## src/iam_defines.svh

```systemverilog
`ifndef IAM_DEFINES_SVH
`define IAM_DEFINES_SVH

// ****************************************
// address constants
// ****************************************
// five leading bits of a 10-bit first address byte
`define IAM_TEN_BIT_PREFIX      5'h1E
// general call is the all-zero 7-bit address
`define IAM_GENERAL_CALL_ADDR   7'h00
// alert response address, 0001100
`define IAM_ALERT_RESPONSE_ADDR 7'h0C
// a range register at zero switches range matching off
`define IAM_RANGE_OFF           7'h00
// direction bit values
`define IAM_DIR_WRITE           1'b0
`define IAM_DIR_READ            1'b1

// ****************************************
// field positions of an address byte
// ****************************************
`define IAM_DIR_BIT             0
`define IAM_ADDR_MSB            7
`define IAM_ADDR_LSB            1
`define IAM_PREFIX_MSB          7
`define IAM_PREFIX_LSB          3
`define IAM_UPPER_MSB           2
`define IAM_UPPER_LSB           1
// extension bit that goes into the second byte
`define IAM_EXT_LOW_BIT         0

// ****************************************
// reset values
// ****************************************
`define IAM_RESET_BYTE7         7'h00
`define IAM_RESET_COUNT         12'h000

`endif

```

## src/iam_pkg.sv

```systemverilog
package iam_pkg;

  // slave addressing progress
  typedef enum logic [2:0] {
    IAM_IDLE,
    IAM_FIRST_BYTE,
    IAM_SECOND_BYTE,
    IAM_ADDRESSED,
    IAM_IGNORE
  } iam_state_e;

  // one entry of the bus-rate table, counts in module clocks
  typedef struct packed {
    logic [11:0] scl_divider;
    logic [11:0] sda_hold;
    logic [11:0] start_hold;
    logic [11:0] stop_hold;
  } iam_rate_s;

endpackage

```

## src/iam_addr_matcher.sv

```systemverilog
`include "iam_defines.svh"

module iam_addr_matcher (
  // clock and reset
  input  wire logic       clock,
  input  wire logic       rst,
  // bus events from the bit engine, one-cycle pulses
  input  wire logic       start_seen,
  input  wire logic       stop_seen,
  input  wire logic       byte_done,
  input  wire logic [7:0] rx_byte,
  // own address configuration
  input  wire logic [6:0] primary_address,
  input  wire logic [2:0] extension_bits,
  input  wire logic       extended_address_enable,
  input  wire logic [6:0] second_address,
  input  wire logic       second_address_enable,
  input  wire logic [6:0] range_address,
  input  wire logic       range_match_enable,
  input  wire logic       general_call_enable,
  input  wire logic       alert_response_enable,
  // interrupt control
  input  wire logic       module_interrupt_enable,
  input  wire logic       interrupt_flag_clear,
  // rate selection
  input  wire logic [5:0] bus_rate_select,
  // addressing answer
  output      logic       address_ack,
  output      logic       addressed_as_slave_flag,
  output      logic       slave_transmit,
  output      logic       read_requested,
  output      logic       general_call_hit,
  output      logic       alert_response_hit,
  // interrupt
  output      logic       module_interrupt_flag,
  output      logic       interrupt_request,
  // decoded rate counts
  output      logic [11:0] scl_divider,
  output      logic [11:0] sda_hold,
  output      logic [11:0] start_hold,
  output      logic [11:0] stop_hold
);

  // ****************************************
  // rate lookup
  // ****************************************
  iam_pkg::iam_rate_s rate;
  iam_pkg::iam_rate_s rate_q;

  iam_rate_lut u_rate_lut (
    .bus_rate_select (bus_rate_select),
    .rate            (rate)
  );

  // registered so the counts never glitch while the code changes
  always_ff @(posedge clock) begin
    if (rst) begin
      rate_q <= {4{`IAM_RESET_COUNT}};
    end else begin
      rate_q <= rate;
    end
  end

  assign scl_divider = rate_q.scl_divider;
  assign sda_hold    = rate_q.sda_hold;
  assign start_hold  = rate_q.start_hold;
  assign stop_hold   = rate_q.stop_hold;

  // ****************************************
  // received byte fields
  // ****************************************
  logic [6:0] rx_addr;
  logic       rx_dir;
  logic [4:0] rx_prefix;
  logic [1:0] rx_upper;
  logic       prefix_hit;

  assign rx_addr    = rx_byte[`IAM_ADDR_MSB:`IAM_ADDR_LSB];
  assign rx_dir     = rx_byte[`IAM_DIR_BIT];
  assign rx_prefix  = rx_byte[`IAM_PREFIX_MSB:`IAM_PREFIX_LSB];
  assign rx_upper   = rx_byte[`IAM_UPPER_MSB:`IAM_UPPER_LSB];
  // a 10-bit first byte is only recognised when this slave is 10-bit
  assign prefix_hit = extended_address_enable && (rx_prefix == `IAM_TEN_BIT_PREFIX);

  // ****************************************
  // 7-bit comparisons
  // ****************************************
  logic primary_hit;
  logic second_hit;
  logic gc_hit;
  logic alert_hit;
  logic range_hit;
  logic any_7bit_hit;

  // primary only serves as a 7-bit address while not extended
  iam_addr_cmp u_cmp_primary (
    .rx_addr  (rx_addr),
    .rx_dir   (rx_dir),
    .own_addr (primary_address),
    .enable   (!extended_address_enable),
    .hit      (primary_hit)
  );

  iam_addr_cmp u_cmp_second (
    .rx_addr  (rx_addr),
    .rx_dir   (rx_dir),
    .own_addr (second_address),
    .enable   (second_address_enable),
    .hit      (second_hit)
  );

  iam_addr_cmp #(
    .CHECK_DIR (1'b1),
    .DIR_VALUE (`IAM_DIR_WRITE)
  ) u_cmp_general_call (
    .rx_addr  (rx_addr),
    .rx_dir   (rx_dir),
    .own_addr (`IAM_GENERAL_CALL_ADDR),
    .enable   (general_call_enable),
    .hit      (gc_hit)
  );

  iam_addr_cmp #(
    .CHECK_DIR (1'b1),
    .DIR_VALUE (`IAM_DIR_READ)
  ) u_cmp_alert (
    .rx_addr  (rx_addr),
    .rx_dir   (rx_dir),
    .own_addr (`IAM_ALERT_RESPONSE_ADDR),
    .enable   (alert_response_enable),
    .hit      (alert_hit)
  );

  // primary itself is excluded, the range value included
  assign range_hit = range_match_enable && (range_address != `IAM_RANGE_OFF)
                     && (rx_addr > primary_address)
                     && (rx_addr <= range_address);

  // a 10-bit prefix never falls through to the 7-bit comparisons
  assign any_7bit_hit = !prefix_hit
                        && (primary_hit || second_hit || gc_hit || alert_hit || range_hit);

  // ****************************************
  // 10-bit comparisons
  // ****************************************
  logic       first_write_hit;
  logic       readdress_hit;
  logic       second_byte_hit;
  logic [6:0] first_addr;
  logic       was_ten_bit;

  // first byte after START: upper bits match, direction write
  assign first_write_hit = prefix_hit
                           && (rx_upper == extension_bits[2:1])
                           && (rx_dir == `IAM_DIR_WRITE);
  // first byte after Sr: same seven bits as before, direction read
  assign readdress_hit   = prefix_hit && was_ten_bit
                           && (rx_addr == first_addr)
                           && (rx_dir == `IAM_DIR_READ);
  // second byte carries the low eight address bits
  assign second_byte_hit = (rx_byte == {extension_bits[`IAM_EXT_LOW_BIT], primary_address});

  // ****************************************
  // addressing state
  // ****************************************
  iam_pkg::iam_state_e state;
  iam_pkg::iam_state_e next_state;
  logic [6:0]          next_first_addr;
  logic                next_was_ten_bit;
  logic                next_addressed;
  logic                next_transmit;
  logic                next_read_req;
  logic                next_ack;
  logic                next_gc;
  logic                next_alert;
  logic                match_event;

  // decides on each address byte; data bytes leave the state alone
  always_comb begin
    next_state       = state;
    next_first_addr  = first_addr;
    next_was_ten_bit = was_ten_bit;
    next_addressed   = addressed_as_slave_flag;
    next_transmit    = slave_transmit;
    next_read_req    = read_requested;
    next_ack         = 1'b0;
    next_gc          = general_call_hit;
    next_alert       = alert_response_hit;
    match_event      = 1'b0;
    if (stop_seen) begin
      // stop always ends the addressed phase
      next_state       = iam_pkg::IAM_IDLE;
      next_addressed   = 1'b0;
      next_transmit    = 1'b0;
      next_was_ten_bit = 1'b0;
    end else if (start_seen) begin
      // addressed flag held over until the next address decides
      next_state = iam_pkg::IAM_FIRST_BYTE;
    end else if (byte_done) begin
      unique case (state)
        iam_pkg::IAM_FIRST_BYTE: begin
          next_gc    = 1'b0;
          next_alert = 1'b0;
          if (readdress_hit) begin
            // master turned round after Sr; this slave now sends
            next_ack       = 1'b1;
            next_addressed = 1'b1;
            next_transmit  = 1'b1;
            next_read_req  = 1'b1;
            match_event    = 1'b1;
            next_state     = iam_pkg::IAM_ADDRESSED;
          end else if (first_write_hit) begin
            // several slaves may ack here; second byte settles it
            next_ack         = 1'b1;
            next_first_addr  = rx_addr;
            next_addressed   = 1'b0;
            next_transmit    = 1'b0;
            next_was_ten_bit = 1'b0;
            match_event      = 1'b1;
            next_state       = iam_pkg::IAM_SECOND_BYTE;
          end else if (any_7bit_hit) begin
            next_ack         = 1'b1;
            next_addressed   = 1'b1;
            next_transmit    = 1'b0;
            next_read_req    = rx_dir;
            next_was_ten_bit = 1'b0;
            next_gc          = gc_hit;
            next_alert       = alert_hit;
            match_event      = 1'b1;
            next_state       = iam_pkg::IAM_ADDRESSED;
          end else begin
            // a read readdress without a prior match is not ours
            next_addressed   = 1'b0;
            next_transmit    = 1'b0;
            next_was_ten_bit = 1'b0;
            next_state       = iam_pkg::IAM_IGNORE;
          end
        end
        iam_pkg::IAM_SECOND_BYTE: begin
          if (second_byte_hit) begin
            next_ack         = 1'b1;
            next_addressed   = 1'b1;
            next_transmit    = 1'b0;
            next_read_req    = 1'b0;
            next_was_ten_bit = 1'b1;
            match_event      = 1'b1;
            next_state       = iam_pkg::IAM_ADDRESSED;
          end else begin
            next_state = iam_pkg::IAM_IGNORE;
          end
        end
        iam_pkg::IAM_IDLE,
        iam_pkg::IAM_ADDRESSED,
        iam_pkg::IAM_IGNORE: begin
          next_state = state;
        end
      endcase
    end
  end

  // registers of the addressing state
  always_ff @(posedge clock) begin
    if (rst) begin
      state                   <= iam_pkg::IAM_IDLE;
      first_addr              <= `IAM_RESET_BYTE7;
      was_ten_bit             <= 1'b0;
      addressed_as_slave_flag <= 1'b0;
      slave_transmit          <= 1'b0;
      read_requested          <= 1'b0;
      address_ack             <= 1'b0;
      general_call_hit        <= 1'b0;
      alert_response_hit      <= 1'b0;
    end else begin
      state                   <= next_state;
      first_addr              <= next_first_addr;
      was_ten_bit             <= next_was_ten_bit;
      addressed_as_slave_flag <= next_addressed;
      slave_transmit          <= next_transmit;
      read_requested          <= next_read_req;
      address_ack             <= next_ack;
      general_call_hit        <= next_gc;
      alert_response_hit      <= next_alert;
    end
  end

  // ****************************************
  // interrupt flag
  // ****************************************
  logic next_int_flag;

  // set wins over a clear in the same cycle so no match is lost
  always_comb begin
    next_int_flag = module_interrupt_flag;
    if (interrupt_flag_clear) begin
      next_int_flag = 1'b0;
    end
    if (match_event) begin
      next_int_flag = 1'b1;
    end
  end

  always_ff @(posedge clock) begin
    if (rst) begin
      module_interrupt_flag <= 1'b0;
    end else begin
      module_interrupt_flag <= next_int_flag;
    end
  end

  // request gated by the enable; flag stays visible either way
  assign interrupt_request = module_interrupt_flag && module_interrupt_enable;

endmodule

```

## src/iam_addr_cmp.sv

```systemverilog
// one enabled 7-bit address comparison; direction check is optional
module iam_addr_cmp #(
  parameter bit CHECK_DIR = 1'b0,
  parameter bit DIR_VALUE = 1'b0
) (
  // compare inputs
  input  wire logic [6:0] rx_addr,
  input  wire logic       rx_dir,
  input  wire logic [6:0] own_addr,
  input  wire logic       enable,
  // result
  output      logic       hit
);

  // address equal, enabled, and direction right where it matters
  assign hit = enable && (rx_addr == own_addr) && (!CHECK_DIR || (rx_dir == DIR_VALUE));

endmodule

```

## src/iam_rate_lut.sv

```systemverilog
// fixed bus-rate table; the select code picks divider and hold counts
module iam_rate_lut (
  // select code
  input  wire logic [5:0]         bus_rate_select,
  // decoded counts
  output      iam_pkg::iam_rate_s rate
);

  // each literal packs divider, sda hold, start hold, stop hold
  always_comb begin
    unique case (bus_rate_select)
      6'h00: rate = 48'h014_007_006_00B;
      6'h01: rate = 48'h016_007_007_00C;
      6'h02: rate = 48'h018_008_008_00D;
      6'h03: rate = 48'h01A_008_009_00E;
      6'h04: rate = 48'h01C_009_00A_00F;
      6'h05: rate = 48'h01E_009_00B_010;
      6'h06: rate = 48'h022_00A_00D_012;
      6'h07: rate = 48'h028_00A_010_015;
      6'h08: rate = 48'h01C_007_00A_00F;
      6'h09: rate = 48'h020_007_00C_011;
      6'h0A: rate = 48'h024_009_00E_013;
      6'h0B: rate = 48'h028_009_010_015;
      6'h0C: rate = 48'h02C_00B_012_017;
      6'h0D: rate = 48'h030_00B_014_019;
      6'h0E: rate = 48'h038_00D_018_01D;
      6'h0F: rate = 48'h044_00D_01E_023;
      6'h10: rate = 48'h030_009_012_019;
      6'h11: rate = 48'h038_009_016_01D;
      6'h12: rate = 48'h040_00D_01A_021;
      6'h13: rate = 48'h048_00D_01E_025;
      6'h14: rate = 48'h050_011_022_029;
      6'h15: rate = 48'h058_011_026_02D;
      6'h16: rate = 48'h068_015_02E_035;
      6'h17: rate = 48'h080_015_03A_041;
      6'h18: rate = 48'h050_009_026_029;
      6'h19: rate = 48'h060_009_02E_031;
      6'h1A: rate = 48'h070_011_036_039;
      6'h1B: rate = 48'h080_011_03E_041;
      6'h1C: rate = 48'h090_019_046_049;
      6'h1D: rate = 48'h0A0_019_04E_051;
      6'h1E: rate = 48'h0C0_021_05E_061;
      6'h1F: rate = 48'h0F0_021_076_079;
      6'h20: rate = 48'h0A0_011_04E_051;
      6'h21: rate = 48'h0C0_011_05E_061;
      6'h22: rate = 48'h0E0_021_06E_071;
      6'h23: rate = 48'h100_021_07E_081;
      6'h24: rate = 48'h120_031_08E_091;
      6'h25: rate = 48'h140_031_09E_0A1;
      6'h26: rate = 48'h180_041_0BE_0C1;
      6'h27: rate = 48'h1E0_041_0EE_0F1;
      6'h28: rate = 48'h140_021_09E_0A1;
      6'h29: rate = 48'h180_021_0BE_0C1;
      6'h2A: rate = 48'h1C0_041_0DE_0E1;
      6'h2B: rate = 48'h200_041_0FE_101;
      6'h2C: rate = 48'h240_061_11E_121;
      6'h2D: rate = 48'h280_061_13E_141;
      6'h2E: rate = 48'h300_081_17E_181;
      6'h2F: rate = 48'h3C0_081_1DE_1E1;
      6'h30: rate = 48'h280_041_13E_141;
      6'h31: rate = 48'h300_041_17E_181;
      6'h32: rate = 48'h380_081_1BE_1C1;
      6'h33: rate = 48'h400_081_1FE_201;
      6'h34: rate = 48'h480_0C1_23E_241;
      6'h35: rate = 48'h500_0C1_27E_281;
      6'h36: rate = 48'h600_101_2FE_301;
      6'h37: rate = 48'h780_101_3BE_3C1;
      6'h38: rate = 48'h500_081_27E_281;
      6'h39: rate = 48'h600_081_2FE_301;
      6'h3A: rate = 48'h700_101_37E_381;
      6'h3B: rate = 48'h800_101_3FE_401;
      6'h3C: rate = 48'h900_181_47E_481;
      6'h3D: rate = 48'hA00_181_4FE_501;
      6'h3E: rate = 48'hC00_201_5FE_601;
      6'h3F: rate = 48'hF00_201_77E_781;
    endcase
  end

endmodule

```

## config.mk

```make
export PLATFORM = sky130hd
export DESIGN_NAME = iam_addr_matcher
export DESIGN_NICKNAME = d
export VERILOG_FILES = /design/src/iam_pkg.sv /design/src/iam_addr_matcher.sv /design/src/iam_addr_cmp.sv /design/src/iam_rate_lut.sv
export VERILOG_INCLUDE_DIRS = /design/src
export SDC_FILE = /design/constraint.sdc
export NUM_CORES = 1
export LEC_CHECK = 0
export ABC_AREA = 1
export ABC_CLOCK_PERIOD_IN_PS = 2800
export BUFFER_PORTS_ARGS = -buffer_cell sky130_fd_sc_hd__buf_2
export CAP_MARGIN = 10
export CORE_ASPECT_RATIO = 1.75
export CORE_UTILIZATION = 55
export DETAILED_ROUTE_END_ITERATION = 7
export MAX_ROUTING_LAYER = met4
export PLACE_DENSITY_LB_ADDON = 0.12
export SLEW_MARGIN = 10
export SYNTH_ARGS = -nofsm -noshare
export SYNTH_HDL_FRONTEND = slang
export SYNTH_SLANG_ARGS = --single-unit
```

## constraint.sdc

```tcl
create_clock -name clock -period 2.8 [get_ports clock]
set_input_delay 0.56 -clock clock [delete_from_list [all_inputs] [get_ports clock]]
set_output_delay 0.56 -clock clock [all_outputs]
set_load 0.05 [all_outputs]
```

==> results.sh <==
export IMPL_r2r_start="state[0]$_SDFFE_PP0P_"
export IMPL_worst_ep_required_time_ns=3.02
export IMPL_post_cts_setup_buffers=0
export IMPL_row_count=36
export IMPL_overflow=0
export IMPL_critical_path_class="in -> reg"
export IMPL_cts_htree_levels=2
export IMPL_vias_per_cell=5.16
export IMPL_leakagePower_nw=2.07
export IMPL_yosys_area_top_type="dfxtp_1"
export IMPL_arrival_ns=2.21
export IMPL_coreArea_sq_um=5630
export IMPL_status="completed"
export IMPL_final_common_cell="buf_2"
export IMPL_hpwl_um=7100
export IMPL_yosysTopAreaCellShare_pct=33.1
export IMPL_ioPinCount=106
export IMPL_grt_pass1_vias=3178
export IMPL_worst_slack_ns=0.815
export IMPL_nNetsFinal=642
export IMPL_area_growth_syn_to_layout_pct=17.5
export IMPL_fin_skew_ns=0.00915
export IMPL_path_max_fanout=10
export IMPL_fin_util_pct=68.1
export IMPL_fmax_mhz=504
export IMPL_finalMaxSlewViolations=0
export IMPL_ys_warn_count=0
export IMPL_ys_seq_area_share_pct=33.1
export IMPL_setup_viol=0
export IMPL_synthCells=480
export IMPL_worstSetupEndpoint="start_hold[7]$_SDFF_PP0_"
export IMPL_postCtsHoldBufs=0
export IMPL_slew_headroom_pct=62.5
export IMPL_root_buffer="clkbuf_8"
export IMPL_synth_area_sq_um=3260
export IMPL_rsz0062_at_grt="no"
export IMPL_first_iter_violations=154
export IMPL_layout_common_cells="buf_2 (100), nand2_1 (96), inv_1 (70)"
export IMPL_drc=0
export IMPL_reg2reg_to="first_addr[0]$_SDFFE_PP0P_"
export IMPL_clock_latency_ns=0.32
export IMPL_hold_path_class="reg -> reg"
export IMPL_finalCriticalPeriod_ns=1.98
export IMPL_cts_sinks=54
export IMPL_avgSynthCellArea_sq_um=6.80
export IMPL_slowest_stage="ha_1"
export IMPL_post_route_period_util_pct=70.9
export IMPL_worstPathCellList="buf_2 -> inv_1 -> ha_1 -> nor2_1 -> a21oi_1 -> inv_1 -> nor2_1 -> nor2_1 -> inv_1 -> nor2_1 -> a211oi_1"
export IMPL_drive_gt1_share_pct=21.6
export IMPL_n_fill_cell=552
export IMPL_pre_cts_ws_ns=0.542
export IMPL_die_height_um=104
export IMPL_cts_buffers_inserted=5
export IMPL_track_usage_pct=29.6
export IMPL_clk_pin_slew_ns=0.10
export IMPL_dieArea_sq_um=6260
export IMPL_n_antenna_cell=0
export IMPL_p_per_area_nw_per_um2=452
export IMPL_cts_resized=0
export IMPL_max_stage_delay_ns=0.32
export IMPL_cts_tree="done"
export IMPL_io_buffers=100
export IMPL_initial_core_util_pct=58.0
export IMPL_synth_seq_cells=54
export IMPL_first_pass_iters=4
export IMPL_clockBufferDepth=2
export IMPL_routed_wl_um=8760
export IMPL_setup_tns_ns=0
export IMPL_wire_per_inst_um=13.6
export IMPL_via_count=3333
export IMPL_cap_violations=0
export IMPL_critPathLaunch="bus_rate_select[1]"
export IMPL_netlist_top_cells_area="dfxtp_1 (33%), nand2_1 (11%), ha_1 (8.8%)"
export IMPL_r2r_slack_ns=1.14
export IMPL_power_mw=1.73
export IMPL_grt_max_degree=22
export IMPL_grt_pass1_wl_um=13600
export IMPL_die_w_um=60.2
export IMPL_hold_violations=0
export IMPL_tightestPinTransition_ns=0.557
export IMPL_place_gp_congestion=0.977
export IMPL_vdd_drop_max_v=0.000511
export IMPL_start_kind="input port"
export IMPL_crit_top_cell="nor2_1"
export IMPL_r2r_worst_path_cells=7
export IMPL_synth_cell_types=38
export IMPL_worst_setup_path_end_kind="flop"
export IMPL_drtAntennaViolNets=0
export IMPL_antenna_found_initial=0
-- synth_stat cells --
cell type and number:
nand4_1 3, clkbuf_1 7, and2_0 1, o21ai_0 28, a21oi_1 30, buf_2 2, nor3_1 7, nor2_2 1
a21o_1 1, nor2_4 1, a22oi_1 1, ha_1 23, conb_1 1, a31oi_1 1, a221oi_1 3, nor2_1 67
nand3_1 22, a21oi_2 1, nand2_1 96, buf_6 1, xnor2_1 4, nor3_2 1, inv_2 7, buf_4 12
o211ai_1 3, xor2_1 7, nand3_2 2, clkinv_1 1, nor3b_1 1, nor3_4 2, a211oi_1 5, inv_1 70
o22ai_1 5, dfxtp_1 54, o21ai_1 4, nand3b_1 2, o21bai_1 1, o31ai_1 2
-- logic make-up (layout without fill, tap and decap cells) --
kind of cell,after synthesis,in the layout,share of synthesized area [%]
buffers and inverters,100,186,13.2
AND/OR/NAND/NOR,206,206,27.1
adder cells (fa/ha/maj),23,23,8.82
XOR/XNOR,11,11,2.95
AO/OA/AOI/OAI,85,85,14.7
flip-flops,54,54,33.1
other,1,5,0.115
-- final cells by class --
class / instances / area [sq um] / share of cell area [%]
multi-input cells: 330 / 1770 / 46.1
flip-flops and latches: 54 / 1080 / 28.2
repair buffers: 100 / 500 / 13.1
inverters: 78 / 293 / 7.63
well taps: 76 / 95.1 / 2.48
clock buffers: 5 / 68.8 / 1.79
clock inverters: 3 / 28.8 / 0.750
-- stage by stage --
step | std cells | instance area, sq um | hold WS (ns)
after floorplan | 484 | 3280 | 0.436
after global placement | 638 | 3740 | 0.446
after detailed placement | 638 | 3740 | 0.450
after CTS | 646 | 3830 | 0.465
after global routing | 646 | 3830 | 0.481
final | 646 | 3830 | 0.463
-- per-layer routing --
layer  vias up  track usage, %  routed length, um  share of wire, %
met2       106            55.3               4860                55
met5         -               -                  0                 0
met3        38            3.98                381               4.4
met4         0            17.3                428               4.9
met1      1497            25.9               3090                35
li1       1692               -                  -                 -
-- worst min-delay path by stage --
stage	start	cells after the start	slack, ns	end
after detailed placement	slave_transmit$_SDFFE_PP0P_	2	0.45	slave_transmit$_SDFFE_PP0P_
after floorplan	first_addr[0]$_SDFFE_PP0P_	2	0.44	first_addr[0]$_SDFFE_PP0P_
final	slave_transmit$_SDFFE_PP0P_	2	0.46	slave_transmit$_SDFFE_PP0P_
after global placement	first_addr[1]$_SDFFE_PP0P_	2	0.45	first_addr[1]$_SDFFE_PP0P_
after global routing	first_addr[0]$_SDFFE_PP0P_	2	0.48	first_addr[0]$_SDFFE_PP0P_
after CTS	first_addr[0]$_SDFFE_PP0P_	2	0.46	first_addr[0]$_SDFFE_PP0P_
-- flip-flops by register name, summed over array words and instances, names as in the netlist --
register and cells:
scl_divider 10, sda_hold 10, start_hold 10, first_addr 7
stop_hold 6, state 3, address_ack 1, addressed_as_slave_flag 1
alert_response_hit 1, general_call_hit 1, module_interrupt_flag 1, read_requested 1
slave_transmit 1, was_ten_bit 1
-- critical path, delay by kind of cell --
family,cells,cell delay [ns]
and+or+nand+nor,4,0.40
AOI/OAI and AO/OA,2,0.38
adders and majority gates,1,0.32
buffers and inverters,4,0.54
-- power by group --
group / total (mW) / switching, mW / internal (mW)
logic: 0.470 / 0.343 / 0.127
clock network: 0.456 / 0.271 / 0.186
registers: 0.808 / 0.0101 / 0.798
Note: power is estimated with default switching activity, not from simulation.
